[config.mk]
export PLATFORM = sky130hd
export DESIGN_NAME = status_event_filter
export DESIGN_NICKNAME = d
export VERILOG_FILES = /design/src/design/status_event_pkg.sv /design/src/design/status_event_filter.sv /design/src/design/status_group.sv
export VERILOG_INCLUDE_DIRS = /design/src /design/src/design
export SDC_FILE = /design/constraint.sdc
export NUM_CORES = 1
export LEC_CHECK = 0
export ABC_AREA = 1
export BUFFER_PORTS_ARGS = -buffer_cell sky130_fd_sc_hd__buf_2
export CAP_MARGIN = 0
export CORE_UTILIZATION = 45
export DETAILED_ROUTE_END_ITERATION = 10
export GPL_ROUTABILITY_DRIVEN = 0
export PLACE_DENSITY = 0.6
export SLEW_MARGIN = 10
export SYNTH_ARGS = -nofsm -noshare
export SYNTH_HDL_FRONTEND = slang
export SYNTH_SLANG_ARGS = --single-unit
[constraint.sdc]
create_clock -name clock_i -period 2 [get_ports clock_i]
set_clock_uncertainty 0.1 [all_clocks]
set_input_delay 0.3 -clock clock_i [delete_from_list [all_inputs] [get_ports clock_i]]
set_output_delay 0.3 -clock clock_i [all_outputs]
set_load 0.01 [all_outputs]
[src/design/status_event_cfg.svh]
`ifndef STATUS_EVENT_CFG_SVH
`define STATUS_EVENT_CFG_SVH

// ----------------------------------------------------------------------
// Register byte offsets, group base plus register offset
// ----------------------------------------------------------------------
`define SE_OPERATION_BASE    8'h00
`define SE_QUESTIONABLE_BASE 8'h20
`define SE_GROUP_SPAN     8'h20
`define SE_EVENT_OFS      8'h00
`define SE_COND_OFS       8'h04
`define SE_ENABLE_OFS     8'h08
`define SE_FALL_OFS       8'h0c
`define SE_RISE_OFS       8'h10
`define SE_CONTROL_ADDR   8'h40
`define SE_SUMMARY_ADDR   8'h44

// ----------------------------------------------------------------------
// Control register strobe bits, summary register bits
// ----------------------------------------------------------------------
`define SE_CTRL_CLEAR_BIT 0
`define SE_CTRL_PRESET_BIT 1
`define SE_CTRL_INSTRST_BIT 2
`define SE_SUM_OPERATION_BIT    0
`define SE_SUM_QUESTIONABLE_BIT 1

// ----------------------------------------------------------------------
// Reset values
// ----------------------------------------------------------------------
`define SE_ENABLE_RST     16'h0000
`define SE_FALL_RST       16'h0000
`define SE_RISE_RST       16'hffff
`define SE_DEFINED_BITS   16'hffff

`endif

[src/design/status_event_pkg.sv]
package status_event_pkg;

  typedef enum logic [1:0] {
    RESP_OKAY,
    RESP_EXOKAY,
    RESP_SLVERR,
    RESP_DECERR
  } axi_resp_t;

  typedef enum logic [2:0] {
    SEL_NONE,
    SEL_EVENT,
    SEL_COND,
    SEL_ENABLE,
    SEL_FALL,
    SEL_RISE
  } group_sel_t;

endpackage

[src/design/status_event_filter.sv]
// Overview of operation
// - Two groups, operation and questionable, alike except for instrument reset
// - Condition register mirrors live inputs, read harmless
// - Vanished condition clears its bit by itself
// - Event register latches accepted transitions until cleared
// - Reading event register returns it then clears
// - Instrument reset leaves event registers alone
// - Falling mask bit latches 1-to-0 transitions
// - Rising mask bit latches 0-to-1 transitions
// - Both mask bits set latch either edge
// - Both mask bits clear never latch
// - Enable masks events into group summary bit
// - Clear status clears events, keeps enables
// - Preset clears enable, falling; sets rising
// - Registers written and read as binary values
// - Enable and both masks read back
// - Instrument reset clears gone questionable conditions
// - Questionable masked events drive questionable summary
// - Clear status hits every group at once
//
// The register offsets and the AXI4-Lite slave port were chosen for this implementation.
`timescale 1ns/10ps
`include "status_event_cfg.svh"

module status_event_filter
  import status_event_pkg::*;
#(
  parameter int ADDR_W = 8,
  parameter int WIDTH  = 16
) (
  // Clock and reset
  input  wire logic              clock_i,
  input  wire logic              nrst_i,
  // Live status conditions
  input  wire logic [WIDTH-1:0]  operation_cond_i,
  input  wire logic [WIDTH-1:0]  questionable_cond_i,
  // AXI4-Lite write address and data
  input  wire logic [ADDR_W-1:0] awaddr_i,
  input  wire logic [2:0]        awprot_i,
  input  wire logic              awvalid_i,
  output logic                   awready_o,
  input  wire logic [31:0]       wdata_i,
  input  wire logic [3:0]        wstrb_i,
  input  wire logic              wvalid_i,
  output logic                   wready_o,
  // AXI4-Lite write response
  output logic [1:0]             bresp_o,
  output logic                   bvalid_o,
  input  wire logic              bready_i,
  // AXI4-Lite read
  input  wire logic [ADDR_W-1:0] araddr_i,
  input  wire logic [2:0]        arprot_i,
  input  wire logic              arvalid_i,
  output logic                   arready_o,
  output logic [31:0]            rdata_o,
  output logic [1:0]             rresp_o,
  output logic                   rvalid_o,
  input  wire logic              rready_i,
  // Summary bits toward the status byte
  output logic                   operation_summary_bit_o,
  output logic                   questionable_summary_bit_o
);

  localparam int GROUPS = 2;

  // The decoder looks at the low address byte, so fewer than 8 bits cannot work
  if (ADDR_W < 8 || ADDR_W > 32) begin : g_bad_addr_w
    $error("status_event_filter: ADDR_W must be 8..32");
  end
  if (WIDTH != 16) begin : g_bad_width
    $error("status_event_filter: register map holds 16-bit registers");
  end

  // ----------------------------------------------------------------------
  // Decode helpers
  // ----------------------------------------------------------------------
  function automatic group_sel_t decode_sel(input logic [ADDR_W-1:0] addr, input int grp);
    logic [7:0] base;
    logic [7:0] a;
    base = (grp == 0) ? `SE_OPERATION_BASE : `SE_QUESTIONABLE_BASE;
    a = addr[7:0];
    decode_sel = SEL_NONE;
    if (addr[ADDR_W-1:7] == '0 && a >= base && a < 8'(base + `SE_GROUP_SPAN)) begin
      case (8'(a - base))
        `SE_EVENT_OFS:  decode_sel = SEL_EVENT;
        `SE_COND_OFS:   decode_sel = SEL_COND;
        `SE_ENABLE_OFS: decode_sel = SEL_ENABLE;
        `SE_FALL_OFS:   decode_sel = SEL_FALL;
        `SE_RISE_OFS:   decode_sel = SEL_RISE;
        default:        decode_sel = SEL_NONE;
      endcase
    end
  endfunction

  function automatic logic [WIDTH-1:0] merge_lanes(input logic [WIDTH-1:0] old,
                                                   input logic [31:0] data,
                                                   input logic [3:0] strb);
    logic [WIDTH-1:0] mask;
    mask = {{8{strb[1]}}, {8{strb[0]}}};
    merge_lanes = (old & ~mask) | (data[WIDTH-1:0] & mask);
  endfunction

  // ----------------------------------------------------------------------
  // Group instances
  // ----------------------------------------------------------------------
  logic [WIDTH-1:0] cond_in    [GROUPS];
  logic [WIDTH-1:0] grp_cond   [GROUPS];
  logic [WIDTH-1:0] grp_event  [GROUPS];
  logic [WIDTH-1:0] grp_enable [GROUPS];
  logic [WIDTH-1:0] grp_fall   [GROUPS];
  logic [WIDTH-1:0] grp_rise   [GROUPS];
  logic [WIDTH-1:0] grp_wdata  [GROUPS];
  logic             grp_sum    [GROUPS];
  logic             enable_wr  [GROUPS];
  logic             fall_wr    [GROUPS];
  logic             rise_wr    [GROUPS];
  logic             read_clear [GROUPS];
  logic             clear_pulse;
  logic             preset_pulse;
  logic             instrst_pulse;

  assign cond_in[0] = operation_cond_i;
  assign cond_in[1] = questionable_cond_i;

  genvar g;
  generate
    for (g = 0; g < GROUPS; g++) begin : grp
      status_group #(
        .WIDTH       (WIDTH),
        .DEFINED     (WIDTH'(`SE_DEFINED_BITS)),
        .INST_CLEARS (g == 1)
      ) u_group (
        .clock_i        (clock_i),
        .nrst_i         (nrst_i),
        .cond_pin_i     (cond_in[g]),
        .enable_wr_i    (enable_wr[g]),
        .fall_wr_i      (fall_wr[g]),
        .rise_wr_i      (rise_wr[g]),
        .wr_data_i      (grp_wdata[g]),
        .read_clear_i   (read_clear[g]),
        .clear_status_i (clear_pulse),
        .preset_i       (preset_pulse),
        .inst_reset_i   (instrst_pulse),
        .cond_o         (grp_cond[g]),
        .event_o        (grp_event[g]),
        .enable_o       (grp_enable[g]),
        .fall_o         (grp_fall[g]),
        .rise_o         (grp_rise[g]),
        .summary_o      (grp_sum[g])
      );
    end
  endgenerate

  // ----------------------------------------------------------------------
  // AXI4-Lite slave
  // ----------------------------------------------------------------------
  // Address and data are taken together in one cycle, only once both are
  // offered; this costs a cycle but keeps the slave free of holding regs.
  logic        next_awready, next_wready, next_bvalid, next_arready, next_rvalid;
  logic [1:0]  next_bresp, next_rresp;
  logic [31:0] next_rdata;
  logic        wr_fire, rd_fire, wr_hit, rd_hit;
  logic        ctrl_wr;
  group_sel_t  wsel [GROUPS];
  group_sel_t  rsel [GROUPS];

  always_comb begin
    next_awready = !awready_o && awvalid_i && wvalid_i && !bvalid_o;
    next_wready = next_awready;
    next_arready = !arready_o && arvalid_i && !rvalid_o;
    wr_fire = awready_o && awvalid_i;
    rd_fire = arready_o && arvalid_i;
    ctrl_wr = awaddr_i == ADDR_W'(`SE_CONTROL_ADDR);
    wr_hit = ctrl_wr;
    rd_hit = araddr_i == ADDR_W'(`SE_CONTROL_ADDR) || araddr_i == ADDR_W'(`SE_SUMMARY_ADDR);
    next_rdata = '0;
    if (araddr_i == ADDR_W'(`SE_SUMMARY_ADDR)) begin
      next_rdata[`SE_SUM_OPERATION_BIT] = operation_summary_bit_o;
      next_rdata[`SE_SUM_QUESTIONABLE_BIT] = questionable_summary_bit_o;
    end
    for (int i = 0; i < GROUPS; i++) begin
      wsel[i] = decode_sel(awaddr_i, i);
      rsel[i] = decode_sel(araddr_i, i);
      // Event and condition are read-only; a write there is refused
      if (wsel[i] == SEL_ENABLE || wsel[i] == SEL_FALL || wsel[i] == SEL_RISE) begin
        wr_hit = 1'b1;
      end
      if (rsel[i] != SEL_NONE) begin
        rd_hit = 1'b1;
      end
      enable_wr[i] = wr_fire && wsel[i] == SEL_ENABLE;
      fall_wr[i] = wr_fire && wsel[i] == SEL_FALL;
      rise_wr[i] = wr_fire && wsel[i] == SEL_RISE;
      case (wsel[i])
        SEL_ENABLE: grp_wdata[i] = merge_lanes(grp_enable[i], wdata_i, wstrb_i);
        SEL_FALL:   grp_wdata[i] = merge_lanes(grp_fall[i], wdata_i, wstrb_i);
        SEL_RISE:   grp_wdata[i] = merge_lanes(grp_rise[i], wdata_i, wstrb_i);
        default:    grp_wdata[i] = '0;
      endcase
      // Read data is captured in this same cycle, so the clear follows it
      read_clear[i] = rd_fire && rsel[i] == SEL_EVENT;
      case (rsel[i])
        SEL_EVENT:  next_rdata[WIDTH-1:0] = grp_event[i];
        SEL_COND:   next_rdata[WIDTH-1:0] = grp_cond[i];
        SEL_ENABLE: next_rdata[WIDTH-1:0] = grp_enable[i];
        SEL_FALL:   next_rdata[WIDTH-1:0] = grp_fall[i];
        SEL_RISE:   next_rdata[WIDTH-1:0] = grp_rise[i];
        default:    ;
      endcase
    end
    // Command strobes act only with lane 0 enabled
    clear_pulse = wr_fire && ctrl_wr && wstrb_i[0] && wdata_i[`SE_CTRL_CLEAR_BIT];
    preset_pulse = wr_fire && ctrl_wr && wstrb_i[0] && wdata_i[`SE_CTRL_PRESET_BIT];
    instrst_pulse = wr_fire && ctrl_wr && wstrb_i[0] && wdata_i[`SE_CTRL_INSTRST_BIT];

    next_bvalid = bvalid_o ? !bready_i : wr_fire;
    next_bresp = bresp_o;
    if (wr_fire) begin
      next_bresp = wr_hit ? RESP_OKAY : RESP_SLVERR;
    end
    next_rvalid = rvalid_o ? !rready_i : rd_fire;
    next_rresp = rresp_o;
    if (rd_fire) begin
      next_rresp = rd_hit ? RESP_OKAY : RESP_SLVERR;
    end
    if (!rd_fire) begin
      next_rdata = rdata_o;
    end else if (!rd_hit) begin
      next_rdata = '0;
    end
  end

  always_ff @(posedge clock_i or negedge nrst_i) begin
    if (!nrst_i) begin
      awready_o <= 1'b0;
      wready_o <= 1'b0;
      bvalid_o <= 1'b0;
      bresp_o <= RESP_OKAY;
      arready_o <= 1'b0;
      rvalid_o <= 1'b0;
      rresp_o <= RESP_OKAY;
      rdata_o <= '0;
    end else begin
      awready_o <= next_awready;
      wready_o <= next_wready;
      bvalid_o <= next_bvalid;
      bresp_o <= next_bresp;
      arready_o <= next_arready;
      rvalid_o <= next_rvalid;
      rresp_o <= next_rresp;
      rdata_o <= next_rdata;
    end
  end

  // ----------------------------------------------------------------------
  // Summary outputs
  // ----------------------------------------------------------------------
  // Group summaries are already registered; one more stage keeps both the
  // pins and the summary register word on the same flop.
  always_ff @(posedge clock_i or negedge nrst_i) begin
    if (!nrst_i) begin
      operation_summary_bit_o <= 1'b0;
      questionable_summary_bit_o <= 1'b0;
    end else begin
      operation_summary_bit_o <= grp_sum[0];
      questionable_summary_bit_o <= grp_sum[1];
    end
  end

  // ----------------------------------------------------------------------
  // Checks
  // ----------------------------------------------------------------------
  write_resp_a: assert property (@(posedge clock_i) disable iff (!nrst_i)
    (awready_o && awvalid_i) |=> bvalid_o)
    else $error("write response missing");

  read_resp_a: assert property (@(posedge clock_i) disable iff (!nrst_i)
    (arready_o && arvalid_i) |=> rvalid_o)
    else $error("read response missing");

  read_clear_a: assert property (@(posedge clock_i) disable iff (!nrst_i)
    (rd_fire && rsel[0] == SEL_EVENT) |=> rdata_o[WIDTH-1:0] == $past(grp_event[0])
      && (grp_event[0] & ~(grp_cond[0] ^ $past(grp_cond[0]))) == '0)
    else $error("event read returned wrong data");

  clear_keeps_enable_a: assert property (@(posedge clock_i) disable iff (!nrst_i)
    (clear_pulse && !preset_pulse && !enable_wr[1]) |=> grp_enable[1] == $past(grp_enable[1]))
    else $error("clear status changed enable");

  questionable_summary_bit_summary_a: assert property (@(posedge clock_i) disable iff (!nrst_i)
    ##2 questionable_summary_bit_o == |($past(grp_event[1], 2) & $past(grp_enable[1], 2)))
    else $error("questionable summary wrong");

  instrst_event_a: assert property (@(posedge clock_i) disable iff (!nrst_i)
    (instrst_pulse && !clear_pulse && !read_clear[1])
      |=> (grp_event[1] & $past(grp_event[1])) == $past(grp_event[1]))
    else $error("instrument reset disturbed events");

endmodule

[src/design/status_group.sv]
`timescale 1ns/10ps
`include "status_event_cfg.svh"

module status_group
  import status_event_pkg::*;
#(
  parameter int                WIDTH        = 16,
  parameter logic [WIDTH-1:0]  DEFINED      = WIDTH'(`SE_DEFINED_BITS),
  parameter bit                INST_CLEARS  = 1'b0
) (
  // Clock and reset
  input  wire logic             clock_i,
  input  wire logic             nrst_i,
  // Live status conditions from outside
  input  wire logic [WIDTH-1:0] cond_pin_i,
  // Register access
  input  wire logic             enable_wr_i,
  input  wire logic             fall_wr_i,
  input  wire logic             rise_wr_i,
  input  wire logic [WIDTH-1:0] wr_data_i,
  input  wire logic             read_clear_i,
  // Command strobes
  input  wire logic             clear_status_i,
  input  wire logic             preset_i,
  input  wire logic             inst_reset_i,
  // Register contents
  output logic      [WIDTH-1:0] cond_o,
  output logic      [WIDTH-1:0] event_o,
  output logic      [WIDTH-1:0] enable_o,
  output logic      [WIDTH-1:0] fall_o,
  output logic      [WIDTH-1:0] rise_o,
  output logic                  summary_o
);

  if (WIDTH < 1 || WIDTH > 32) begin : g_bad_width
    $error("status_group: WIDTH must be 1..32");
  end

  // ----------------------------------------------------------------------
  // Condition synchroniser and event latch
  // ----------------------------------------------------------------------
  logic [WIDTH-1:0] sync1, sync2, sync3;
  logic [WIDTH-1:0] next_cond, next_event, next_enable, next_fall, next_rise;
  logic [WIDTH-1:0] set_bits;
  logic             clear_now;
  logic             next_summary;

  always_comb begin
    // A bit only moves once the last two stages agree, except when instrument reset clears it with INST_CLEARS set
    next_cond = (sync2 & sync3) | (cond_o & (sync2 ^ sync3));
    if (INST_CLEARS && inst_reset_i) begin
      next_cond = next_cond & sync2 & sync3;
    end
    set_bits = (rise_o & next_cond & ~cond_o)
             | (fall_o & ~next_cond & cond_o);
    clear_now = read_clear_i | clear_status_i;
    // Set wins over clear so no transition is lost; instrument reset is ignored
    next_event = (clear_now ? '0 : event_o) | set_bits;
    next_enable = enable_o;
    next_fall = fall_o;
    next_rise = rise_o;
    if (enable_wr_i) next_enable = wr_data_i;
    if (fall_wr_i) next_fall = wr_data_i;
    if (rise_wr_i) next_rise = wr_data_i;
    if (preset_i) begin
      next_enable = enable_o & ~DEFINED;
      next_fall = fall_o & ~DEFINED;
      next_rise = rise_o | DEFINED;
    end
    next_summary = |(event_o & enable_o);
  end

  always_ff @(posedge clock_i or negedge nrst_i) begin
    if (!nrst_i) begin
      sync1 <= '0;
      sync2 <= '0;
      sync3 <= '0;
      cond_o <= '0;
      event_o <= '0;
      enable_o <= WIDTH'(`SE_ENABLE_RST);
      fall_o <= WIDTH'(`SE_FALL_RST);
      rise_o <= WIDTH'(`SE_RISE_RST);
      summary_o <= 1'b0;
    end else begin
      sync1 <= cond_pin_i;
      sync2 <= sync1;
      sync3 <= sync2;
      cond_o <= next_cond;
      event_o <= next_event;
      enable_o <= next_enable;
      fall_o <= next_fall;
      rise_o <= next_rise;
      summary_o <= next_summary;
    end
  end

  // ----------------------------------------------------------------------
  // Checks
  // ----------------------------------------------------------------------
  rise_latch_a: assert property (@(posedge clock_i) disable iff (!nrst_i)
    ((rise_o & next_cond & ~cond_o) != '0) |=> ((event_o & $past(rise_o & next_cond)) != '0))
    else $error("rising transition not latched");

  fall_latch_a: assert property (@(posedge clock_i) disable iff (!nrst_i)
    ((fall_o & ~next_cond & cond_o) != '0) |=> ((event_o & $past(fall_o & cond_o)) != '0))
    else $error("falling transition not latched");

  event_hold_a: assert property (@(posedge clock_i) disable iff (!nrst_i)
    !read_clear_i && !clear_status_i |=> ((event_o & $past(event_o)) == $past(event_o)))
    else $error("event bit dropped without clear");

  no_mask_a: assert property (@(posedge clock_i) disable iff (!nrst_i)
    (rise_o == '0 && fall_o == '0 && (read_clear_i || clear_status_i)) |=> event_o == '0)
    else $error("event set with both filters off");

  preset_regs_a: assert property (@(posedge clock_i) disable iff (!nrst_i)
    preset_i |=> ((enable_o & DEFINED) == '0 && (fall_o & DEFINED) == '0
                  && (rise_o & DEFINED) == DEFINED))
    else $error("preset values wrong");

  summary_or_a: assert property (@(posedge clock_i) disable iff (!nrst_i)
    ##1 summary_o == |($past(event_o) & $past(enable_o)))
    else $error("summary does not follow masked events");

  cond_stable_a: assert property (@(posedge clock_i) disable iff (!nrst_i)
    (sync2 == sync3 && !inst_reset_i) |=> cond_o == $past(sync3))
    else $error("condition does not mirror settled input");

endmodule

# After elaboration in Yosys (flattened, before gate mapping)
# Cells that the tools add are included.
classes:
  addsub: 2
  order_cmp: 8
  n_eq_ne: 35
  mux: 37
  bitwise_logic: 46
  reduce_logical: 53
ops:
  columns: ["operator", "n"]
  rows:
  - ["AND 16 bit", 23]
  - ["2-to-1 mux 16 bit", 16]
  - ["bitwise OR 16 bit", 12]
  - ["one-hot mux 16 bit (5 select lines)", 2]
  - ["one-hot mux 16 bit (3 select lines)", 2]
  - ["NOT 16 bit", 5]
  - ["equality test 8 x 4 -> 1 bit (second input constant)", 8]
  - ["one-hot mux 3 bit (5 select lines)", 4]
  - ["equality test 8 x 3 -> 1 bit (second input constant)", 4]
  - ["equality test 8 x 5 -> 1 bit (second input constant)", 4]
  - ["zero test 8 bit", 4]
  - ["OR reduction 16 bit", 2]
  - ["XOR 16 bit", 2]
  - ["logical AND 1 bit", 28]
  - ["equality test 3 bit (second input constant)", 8]
  - ["equality test 8 x 7 -> 1 bit (second input constant)", 3]
  - ["equality test 3 x 2 -> 1 bit (second input constant)", 6]
  - ["greater-or-equal comparator 8 x 1 -> 1 bit (second input constant)", 2]
  - ["greater-or-equal comparator 8 x 6 -> 1 bit (second input constant)", 2]
  - ["< comparator 8 x 6 -> 1 bit (second input constant)", 2]
  - ["< comparator 8 x 7 -> 1 bit (second input constant)", 2]
  - ["subtractor 8 x 6 -> 8 bit (second input constant)", 2]
  - ["2-to-1 mux 3 bit", 4]
  - ["nonzero test 2 bit", 6]
  - ["other kinds (8)", 28]
word_totals:
  regBits: 300
  input_bits: 97
  output_inout_bits: 43
  wordCells: 208

# Logic depth before layout (Yosys ltp)
# Gate-level depths: netlist of the first run.
depth:
  ltp_word: 11
  ltp_mapped: 16

# Modules after synthesis
# A second synthesis of the first run with hierarchy kept.
unflattened:
  hier_cells: 1681
  hier_area_um2: 13840.8
modules_own_cells:
  columns: ["mod", "instances", "cells_each", "area_each_um2", "seq_area_each_um2"]
  rows:
  - ["status_group (grp[0].u_group)", 1, 455, 4887.2, 3248.1]
  - ["status_group (grp[1].u_group)", 1, 458, 4880.9, 3248.1]
  - ["status_event_filter", 1, 768, 4072.7, 600.6]

# Worst setup path before layout of the first run
# Ideal clock, no wire load.
synth_path:
  kind: "input port to flip-flop"
  startpoint: "in araddr_i[5]"
  endpoint: "reg grp[1].u_group.event_o[12]"
  setup_ns: 0.125
  t_arrival_ns: 1.771
  t_required_ns: 1.775
  slack_ns: 0.004
  path_stages: 11
  cell_sequence: "inv_1 -> ha_1 -> nand2_1 -> nor4_4 -> nand2_2 -> nor2_2 -> nand2_2 -> o21ai_4 -> inv_2 -> nand2_1 -> nand3_1"
synth_via:
  elab_chain_cells: 9
synth_rtl:
  columns: ["item", "line_no", "source"]
  rows:
  - ["from (decl)", "status_event_filter.sv:51", "input wire logic [ADDR_W-1:0] araddr_i,"]
  - ["subtractor 8 x 6 -> 8 bit / greater-or-equal comparator 8 x 6 -> 1 bit (equally long branches)", "status_event_filter.sv:84, status_event_filter.sv:83", null]
  - ["equality test 8 x 5 -> 1 bit (tied with other cells)", "status_event_filter.sv:84", "case (8'(a - base))"]
  - ["one-hot mux 3 bit (5 select lines) / logical AND 1 bit (equally long branches)", "status_event_filter.sv:84, status_event_filter.sv:83", null]
  - ["2-to-1 mux 3 bit *", "status_event_filter.sv:83", "if (addr[ADDR_W-1:7] == '0 && a >= base && a < 8'(base + `SE_GROUP_SPAN)) begin"]
  - ["equality test 3 x 1 -> 1 bit *", "status_event_filter.sv:201", "read_clear[i] = rd_fire && rsel[i] == SEL_EVENT;"]
  - ["logical AND 1 bit *", "status_event_filter.sv:201", null]
  - ["bitwise OR 1 bit *", "status_group.sv:56", "clear_now = read_clear_i | clear_status_i;"]
  - ["2-to-1 mux 16 bit *", "status_group.sv:58", "next_event = (clear_now ? '0 : event_o) | set_bits;"]
  - ["bitwise OR 16 bit *", "status_group.sv:58", null]
  - ["net grp[1].u_group.next_event[12]", "status_group.sv:43", "logic [WIDTH-1:0] next_cond, next_event, next_enable, next_fall, next_rise;"]
  - ["to (signal assigned)", "status_group.sv:89", "event_o <= next_event;"]
  - ["to (decl)", "status_group.sv:28", "output logic [WIDTH-1:0] event_o,"]
# Mark *: on every way through the listed nets, which the timed path passes. The rest lies on a longest branch.
# A chain may end at the register's enable or synchronous reset.

# Final worst setup path of the first run
layout_path:
  startpoint: "in araddr_i[5]"
  endpoint: "reg rdata_o[13]"
layout_via:
  elab_chain_cells: 8
layout_rtl:
  columns: ["item", "line_no", "source"]
  rows:
  - ["parallel branches: the longest is 7 deep, another holds subtractor 8 x 6 -> 8 bit", null, null]
  - ["2-to-1 mux 16 bit *", "status_event_filter.sv:228", "end else if (!rd_hit) begin"]
  - ["to (signal assigned)", "status_event_filter.sv:251", "rdata_o <= next_rdata;"]
  - ["to (decl)", "status_event_filter.sv:55", "output logic [31:0] rdata_o,"]
# Every way passes the cells marked *.

==> flow_metrics.py, run 1 <==
metrics = {
    "sta": {
        "final-hold-violation-count": 0,
        "fin_tns_setup_ps": 0,
        "fin_crit_sh": 0.922,
        "setup_viol": 0,
        "fin_crit_ps": 1840,
        "fin_worst_hold_slack_ps": 70.7,
        "slew_headroom": 0.632,
        "drv_slew": 0,
        "tightest_slew_ps": 552,
        "rsz0062_at_grt": "no",
        "fmax_ghz": 0.542,
    },
    "cts": {
        "cts_max_path_buffers": 3,
        "htree_levels": 1,
        "clk_pin_slew_worst_paths_ps": 60,
        "clkLatencyLatePin_ps": 560,
        "root_buffer": "clkbuf_16",
        "cts_buffers": 31,
        "cts_tree": "done",
        "clock_sinks": 282,
    },
    "global_routing": {
        "grt_pass1_vias": 11600,
        "antenna_found_initial": 0,
        "grt_pass1_wl_um": 63900,
        "grt_overflow": 0,
        "groute.usage.overall": 0.271,
        "grt_max_degree": 62,
    },
    "yosys": {
        "synth-seq-cells": 282,
        "synth_flop_cell": "dfrtp_1",
        "postSynthCellCount": 1523,
        "syn-cell-area_mm2": 0.0133,
        "yosysSeqAreaShare": 0.534,
        "synth_compound_area_frac": 0.105,
        "synth_top_family_by_area": "simple AND/OR/NAND/NOR gates",
        "yosys.cell_types.count": 44,
        "synth_xor_area_frac": 0,
        "yosys_warnings": 0,
        "synth_mux_area_frac": 0,
        "synthArstFlopShare": 1.00,
        "synth_edf_count": 0,
        "yosys.area_share.simple": 0.256,
        "synth-adder-area-share": 0.0330,
        "syn_avg_cell_area_um2": 8.72,
    },
    "setup_path": {
        "path_class": "in2reg",
        "worstPathMaxFanout": 6,
        "r2r-start": "arready_o",
        "rrSetupSlack_ps": 220,
        "path_cells": "buf_2, inv_1, ha_1, nand2_1, nor4_4, buf_4, nand2_1, nand2_1, buf_4, nor2_1, nand3b_1, nand2_1, nor2_1, nand2_1, nand2_1",
        "worstPathArrival_ps": 2190,
        "startpoint": "araddr_i[5]",
        "r2r_cells": 4,
        "slowest_delay_ps": 280,
        "r2r_end": "rdata_o[6]",
        "required_ps": 2340,
        "slowest_stage": "ha_1",
        "startpoint_type": "input pin",
        "path_common_cell": "nand2_1",
        "critPathCaptureType": "flop",
    },
    "power_and_ir_drop": {
        "ir_drop_mv": 0.623,
        "power_density_mw_per_mm2": 798,
        "power_leakage_nw": 8.00,
    },
    "floorplan": {
        "core_mm2": 0.0289,
        "fp.dieH_um": 174,
        "start_util": 0.460,
        "die_area_mm2": 0.0302,
        "ioPinCount": 140,
        "rows": 62,
        "fp.dieW_um": 174,
    },
    "worst_hold_path": {
        "hp-start": "awvalid_i",
        "hold_depth": 4,
        "worst_hold_path.endpoint": "bresp_o[1]",
        "hold_class": "in2reg",
    },
    "place": {
        "placed_cell_area_mm2": 0.0152,
        "io_buffers": 97,
        "placed_cells": 2082,
        "dp_hpwl_um": 28300,
    },
    "cells_and_area": {
        "multi_input_area_mm2": 0.00530,
        "post_layout_nonfiller_instances": 2176,
        "nets": 1901,
        "fin_area_mm2": 0.0166,
        "layout-drive-gt1-share": 0.199,
        "antenna-diode-count": 0,
        "n_fill_cell": 2604,
        "register_area_mm2": 0.00710,
        "syn2layout_area_growth_pct": 24.7,
        "fin_util": 0.574,
    },
    "detailed_routing": {
        "ant_nets": 0,
        "wire_per_inst_um": 18.4,
        "drt-pass1-iter-count": 6,
        "drc": 0,
        "drt_iter0_drc": 913,
        "viasPerCell": 5.42,
        "totalWireLength_um": 40100,
        "vias": 11800,
    },
    "run": {
        "max_cap_viol_count": 0,
    },
    "outcome": {
        "status": "finished clean",
    },
}
==> synthesized netlist by cell type (2+ instances only) <==
cell type	instances	area share
a21o_1	16	0.0090
nor3_2	3	0.0023
o21ai_0	60	0.023
ha_1	35	0.033
a22oi_1	5	0.0028
o21ai_1	7	0.0026
a21oi_1	48	0.018
o21ai_2	2	0.0013
dfstp_2	32	0.063
nor4_1	3	0.0014
o221ai_1	13	0.0086
o22ai_1	43	0.020
dfrtp_1	250	0.47
clkbuf_1	16	0.0045
nand3b_1	7	0.0040
nor3_1	9	0.0034
inv_1	134	0.038
o311ai_1	4	0.0026
nor2_2	9	0.0042
nand2_1	403	0.11
buf_4	25	0.014
buf_6	3	0.0025
nand2_4	2	0.0017
nand3_1	140	0.053
nor3_4	2	0.0024
nand4_1	57	0.027
inv_2	12	0.0034
buf_2	23	0.0087
nor2_1	118	0.033
o211ai_1	15	0.0085
a221oi_1	6	0.0040
nand2_2	9	0.0042
==> cell type report <==
class,count,share of cell area
clock buffer,40,0.0513
clock inverter,16,0.00929
inverter,146,0.0332
multi-input combinational,1044,0.320
sequential,282,0.428
tap,384,0.0290
timing repair buffer,264,0.129
==> cell usage in the layout (no fill, tap or decap), types with 11 or more instances in the layout <==
cell / instances
nand2_1: 402
dfrtp_1: 250
nand3_1: 140
inv_1: 134
nor2_1: 118
buf_4: 106
buf_2: 96
o21ai_0: 60
nand4_1: 57
a21oi_1: 48
o22ai_1: 43
dlygate4sd3_1: 38
ha_1: 35
dfstp_2: 32
clkbuf_16: 31
buf_12: 23
conb_1: 18
a21o_1: 16
o211ai_1: 15
o221ai_1: 13
inv_2: 11
==> cells by family after synthesis <==
group / after synthesis
adder cells (fa/ha/maj): 35
flip-flops: 282
AND/OR/NAND/NOR: 767
AO/OA/AOI/OAI: 224
other: 1
buffers and inverters: 214
==> critical path: cells and delay by family <==
kind	cells	cell delay, ps
fa+ha+maj	1	280
simple gates	10	1160
buf+inv	4	430
==> state kept, by name, summed over array words and instances (netlist names), 2 cells and up <==
| name | count |
|---|---|
| grp.u_group.cond_o | 32 |
| grp.u_group.enable_o | 32 |
| grp.u_group.event_o | 32 |
| grp.u_group.fall_o | 32 |
| grp.u_group.rise_o | 32 |
| grp.u_group.sync1 | 32 |
| grp.u_group.sync2 | 32 |
| grp.u_group.sync3 | 32 |
| rdata_o | 16 |
| grp.u_group.summary_o | 2 |
==> how the worst max path moves through the flow <==
stage                                      end  slack, ps  cells after the start
CTS                  grp[0].u_group.fall_o[11]         30                      7
global placement                   rdata_o[14]       -270                     15
detailed placement                 rdata_o[14]       -370                     15
global route                       rdata_o[14]         20                     15
floorplan           grp[1].u_group.event_o[12]          4                     11
finish                             rdata_o[13]        160                     15
==> per-layer routing <==
layer / part of all wire / GRT usage / up-vias
li1: - / - / 5564
met1: 0.44 / 0.392 / 5597
met4: 0.033 / 0.101 / 0
met5: 0 / 0 / -
met3: 0.083 / 0.0384 / 86
met2: 0.44 / 0.413 / 547
==> what timing repair did <==
action / 4_1_cts / 5_1_grt
buffers inserted: 0 / 0
resized for setup: 0 / 3
hold buffers: 38 / 0
endpoints found under the setup margin: 0 / 18
hold endpoints to repair: 291 / 0
==> power breakdown <==
part	switching (W)	internal [W]
registers	0.000261	0.00607
logic	0.000769	0.000521
clock network	0.00234	0.00325
total	0.00337	0.00984
==> metrics by stage <==
stage | power, W | setup WS, ps
global route | 0.0138 | 17.0
finish | 0.0132 | 157
CTS | 0.0133 | 34.6
global placement | 0.00762 | -267
detailed placement | 0.00765 | -369
floorplan | 0.00696 | 4.48
(Power assumes the default switching activity.)
==> run 2, diff against run 1 <==
- CAP_MARGIN: 0 -> 30
- clock period: 2 -> 2.3 ns (I/O delays scaled with it)
==> flow_metrics.py, run 2 (synthesized netlist as in run 1, its figures left out) <==
metrics = {
    "outcome": {
        "status": "finished clean",
    },
    "sta": {
        "tightest_slew_ps": 628,
        "fmax_ghz": 0.536,
        "rsz0062_at_grt": "no",
        "fin_crit_ps": 1860,
        "slew_headroom": 0.580,
        "drv_slew": 0,
        "fin_crit_sh": 0.811,
        "setup_viol": 0,
        "final-hold-violation-count": 0,
    },
    "global_routing": {
        "antenna_found_initial": 0,
        "grt_pass1_vias": 11300,
        "grt_pass1_wl_um": 62400,
        "groute.usage.overall": 0.266,
        "grt_max_degree": 80,
        "grt_overflow": 0,
    },
    "cells_and_area": {
        "layout-drive-gt1-share": 0.178,
        "n_fill_cell": 2633,
        "fin_util": 0.562,
        "antenna-diode-count": 0,
        "nets": 1858,
        "final_cell_mix": "nand2_1, dfrtp_1, nand3_1, inv_1, nor2_1",
        "multi_input_area_mm2": 0.00530,
        "final_common_cell": "nand2_1",
        "register_area_mm2": 0.00710,
        "syn2layout_area_growth_pct": 22.1,
    },
    "detailed_routing": {
        "wire_per_inst_um": 18.6,
        "ant_nets": 0,
        "vias": 11700,
        "drt-pass1-iter-count": 6,
        "drc": 0,
        "drt_iter0_drc": 1057,
        "totalWireLength_um": 39600,
        "viasPerCell": 5.47,
    },
    "cts": {
        "clkLatencyLatePin_ps": 580,
        "clk_pin_slew_worst_paths_ps": 70,
        "cts_buffers": 30,
        "cts_max_path_buffers": 3,
        "cts_tree": "done",
        "root_buffer": "clkbuf_16",
        "clock_sinks": 282,
        "htree_levels": 1,
        "cts_setup_buffers": 0,
        "cts_resized": 0,
    },
    "power_and_ir_drop": {
        "ir_drop_mv": 0.526,
        "power_leakage_nw": 7.81,
        "internal_power_w": 0.00854,
        "p_total_w": 0.0115,
        "p_sw_w": 0.00293,
        "power_density_mw_per_mm2": 707,
        "seq_power_share": 0.480,
        "power.share.combinational": 0.093,
        "power_frac_clock": 0.427,
        "switching_share": 0.256,
    },
    "setup_path": {
        "startpoint_type": "input pin",
        "path_delay_family": "buffers and inverters",
        "slowest_delay_ps": 520,
        "slowest_stage": "dlygate4sd3_1",
        "cp_num_buf_inv": 3,
        "path_class": "in2reg",
        "worstPathMaxFanout": 10,
        "required_ps": 2650,
        "worstPathArrival_ps": 2220,
        "path_cells": "dlygate4sd3_1, buf_2, nand2_1, buf_4, nor4_1, a21oi_1",
        "critPathCaptureType": "flop",
    },
    "floorplan": {
        "core_mm2": 0.0289,
        "rows": 62,
        "fp.dieH_um": 174,
        "ioPinCount": 140,
        "die_area_mm2": 0.0302,
        "fp.dieW_um": 174,
        "start_util": 0.460,
    },
    "worst_hold_path": {
        "hold_class": "in2reg",
    },
    "run": {
        "max_cap_viol_count": 0,
    },
    "place": {
        "io_buffers": 97,
        "dp_hpwl_um": 27000,
    },
}
run 2: changes by cell type in the layout (fill, tap and decap cells not counted), moves of 3 or more:
cell / previous run / this run
clkinvlp_4: 8 / 1
buf_4: 106 / 67
buf_12: 23 / 20
clkbuf_8: 4 / 10
run 2: cell type report:
type | instances | share of cell area
sequential | 282 | 0.438
multi-input combinational | 1044 | 0.327
timing repair buffer | 222 | 0.110
clock buffer | 46 | 0.0562
inverter | 146 | 0.0338
tap | 384 | 0.0296
clock inverter | 9 | 0.00648
run 2: repair_timing:
item | 4_1_cts | 5_1_grt
endpoints found under the setup margin | 0 | 0
hold endpoints to repair | 288 | 0
hold buffers | 38 | 0
run 2: power groups by stage:
stage                     clock (W)  combinational, W  sequential [W]
after floorplan                   0          0.000488         0.00556
after global placement            0           0.00100         0.00558
after detailed placement          0           0.00102         0.00559
after CTS                   0.00499           0.00107         0.00550
after global routing        0.00518           0.00119         0.00554
final                       0.00489           0.00107         0.00551
run 2: metrics by stage:
step	setup WS [ps]	hold WS, ps	cell area, um2	setup TNS (ps)	cells
after floorplan	259	-50.6	13300	0	1540
after global placement	15.6	146	14800	0	2040
after detailed placement	-56.6	145	14800	-401	2040
after CTS	443	71.0	16200	0	2133
after global routing	300	106	16200	0	2133
final	435	95.1	16200	0	2133
run 2: worst paths after layout:
path / startpoint / to / slack (ps) / depth (start not counted)
max: arvalid_i / rdata_o[6] / 440 / 6
min: wdata_i[10] / grp[0].u_group.rise_o[10] / 100 / 5
max reg2reg: wready_o / grp[0].u_group.fall_o[11] / 450 / 7
min reg2reg: grp[0].u_group.sync1[9] / grp[0].u_group.sync2[9] / 240 / 0
max in group asynchronous: nrst_i / grp[1].u_group.rise_o[8] / 1200 / 3
min in group asynchronous: nrst_i / grp[0].u_group.fall_o[2] / 150 / 2
run 2: routing by layer:
layer | up-vias | part of all wire | track usage
li1 | 5481 | - | -
met1 | 5566 | 0.44 | 0.381
met2 | 524 | 0.45 | 0.413
met3 | 98 | 0.079 | 0.0368
met4 | 0 | 0.036 | 0.0954
met5 | - | 0 | 0
run 2: worst min-delay path: stages:
cell and delay (ps):
buf_2 100, nand2_1 100, nand2_1 60, nand2_1 90, a21oi_1 70
==> run 3, diff against run 2 <==
- clock period: 2.3 -> 1.8 ns (I/O delays scaled with it)
==> flow_metrics.py, run 3 (synthesized netlist as in run 1, its figures left out) <==
metrics = {
    "outcome": {
        "status": "finished with violations",
        "violations": "hold timing",
    },
    "sta": {
        "slew_headroom": 0.648,
        "setup_viol": 0,
        "fin_worst_hold_slack_ps": -5.03,
        "drv_slew": 0,
        "setup_slack_ps": 106,
        "fin_crit_sh": 0.941,
        "final-hold-violation-count": 1,
        "fmax_ghz": 0.590,
        "fin_crit_ps": 1690,
        "tightest_slew_ps": 528,
    },
    "worst_hold_path": {
        "hp-start": "awvalid_i",
        "hold_depth": 4,
        "worst_hold_path.endpoint": "bresp_o[1]",
        "hold_class": "in2reg",
    },
    "setup_path": {
        "worstPathMaxFanout": 16,
        "rrSetupSlack_ps": 110,
        "startpoint_type": "flop",
        "path_cells": "nand2_4, clkinvlp_4, nand3_1, nand2_2, inv_2, nand2_1, nand2_1",
        "path_common_cell": "nand2_1",
        "cp_num_buf_inv": 2,
        "required_ps": 2210,
        "r2r-start": "wready_o",
        "path_class": "reg2reg",
        "path_delay_family": "simple AND/OR/NAND/NOR gates",
        "r2r_cells": 7,
        "r2r_end": "grp[1].u_group.enable_o[10]",
        "slowest_stage": "dfrtp_2",
        "worstPathArrival_ps": 2100,
        "slowest_delay_ps": 440,
        "critPathCaptureType": "flop",
    },
    "global_routing": {
        "grt_pass1_wl_um": 64800,
        "grt_pass1_vias": 11600,
        "groute.usage.overall": 0.276,
        "grt_max_degree": 52,
        "antenna_found_initial": 0,
        "grt_overflow": 0,
    },
    "place": {
        "dp_hpwl_um": 29400,
        "place_ws_ps": -535,
        "placed_cell_area_mm2": 0.0156,
        "io_buffers": 97,
    },
    "floorplan": {
        "rows": 62,
        "fp.dieW_um": 174,
        "core_mm2": 0.0289,
        "fp.dieH_um": 174,
        "ioPinCount": 140,
        "die_area_mm2": 0.0302,
        "start_util": 0.460,
    },
    "cts": {
        "clock_sinks": 282,
        "cts_tree": "done",
        "cts_max_path_buffers": 3,
        "root_buffer": "clkbuf_16",
        "clk_pin_slew_worst_paths_ps": 60,
        "clkLatencyLatePin_ps": 580,
        "cts_buffers": 31,
        "htree_levels": 1,
    },
    "detailed_routing": {
        "totalWireLength_um": 40800,
        "drt_iter0_drc": 1143,
        "drc": 0,
        "drt-pass1-iter-count": 5,
        "viasPerCell": 5.44,
        "ant_nets": 0,
        "vias": 11900,
        "wire_per_inst_um": 18.6,
    },
    "run": {
        "max_cap_viol_count": 0,
    },
    "cells_and_area": {
        "fin_area_mm2": 0.0171,
        "final_common_cell": "nand2_1",
        "antenna-diode-count": 0,
        "syn2layout_area_growth_pct": 28.4,
        "nets": 1920,
        "layout-drive-gt1-share": 0.232,
        "n_fill_cell": 2593,
        "final_cell_mix": "nand2_1, dfrtp_1, inv_1, buf_4, nand3_1",
    },
    "power_and_ir_drop": {
        "power_leakage_nw": 8.18,
        "power_density_mw_per_mm2": 887,
        "ir_drop_mv": 0.924,
    },
}
==> run 3: changes by cell type in the layout (fill, tap and decap cells not counted), sizes merged <==
cell and change:
buf +61, bufinv +2, clkbuf -2, clkinv +2, clkinvlp +1, inv -1
==> run 3: worst max-delay path by stage <==
stage | startpoint | to | slack [ps] | depth (start not counted)
floorplan | araddr_i[6] | grp[1].u_group.event_o[12] | -70 | 11
global placement | araddr_i[5] | rdata_o[14] | -420 | 15
detailed placement | araddr_i[5] | rdata_o[14] | -540 | 15
CTS | wready_o | grp[1].u_group.rise_o[0] | 9 | 7
global route | wready_o | grp[0].u_group.enable_o[11] | -9 | 8
finish | wready_o | grp[1].u_group.enable_o[10] | 110 | 7
==> run 3: where the power goes <==
group,internal (W),leakage (nW),total (W),switching [W]
combinational,0.000625,4.27,0.00150,0.000874
sequential,0.00674,3.38,0.00705,0.000314
clock,0.00393,0.529,0.00656,0.00263
==> run 3: metal layers <==
metal  global-route usage  wire, um  part of all wire
met5                    0         0                 0
met2                0.422     18000              0.44
met3               0.0445      3440             0.084
met4                0.101      1470             0.036
met1                0.396     17900              0.44
==> run 3: tightest hold or removal path: cells and delay by family <==
kind	cells	cell delay [ps]
AOI/OAI and AO/OA	1	60
and+or+nand+nor	2	190
buffers and inverters	1	110
==> run 3: stage by stage <==
stage | total power (W) | utilization | instances | setup TNS (ps)
global placement | 0.00855 | 0.539 | 2099 | -41220
CTS | 0.0153 | 0.589 | 2194 | 0
detailed placement | 0.00858 | 0.539 | 2099 | -45890
floorplan | 0.00775 | - | 1540 | -894
global route | 0.0157 | 0.591 | 2196 | -9.23
finish | 0.0151 | 0.591 | 2196 | 0
==> run 3: layout make-up <==
| cell class | instances | area, um2 | share of cell area |
|---|---|---|---|
| sequential | 282 | 7100 | 0.416 |
| multi-input combinational | 1044 | 5500 | 0.323 |
| timing repair buffer | 283 | 2310 | 0.136 |
| clock buffer | 44 | 905 | 0.0531 |
| inverter | 146 | 589 | 0.0346 |
| tap | 384 | 480 | 0.0282 |
| clock inverter | 13 | 165 | 0.00969 |
==> run 3: timing repair <==
item	4_1_cts	5_1_grt
buffers inserted	0	2
setup endpoints to repair	0	71
hold buffers	38	0
hold endpoints to repair	288	0
resized for setup	0	10
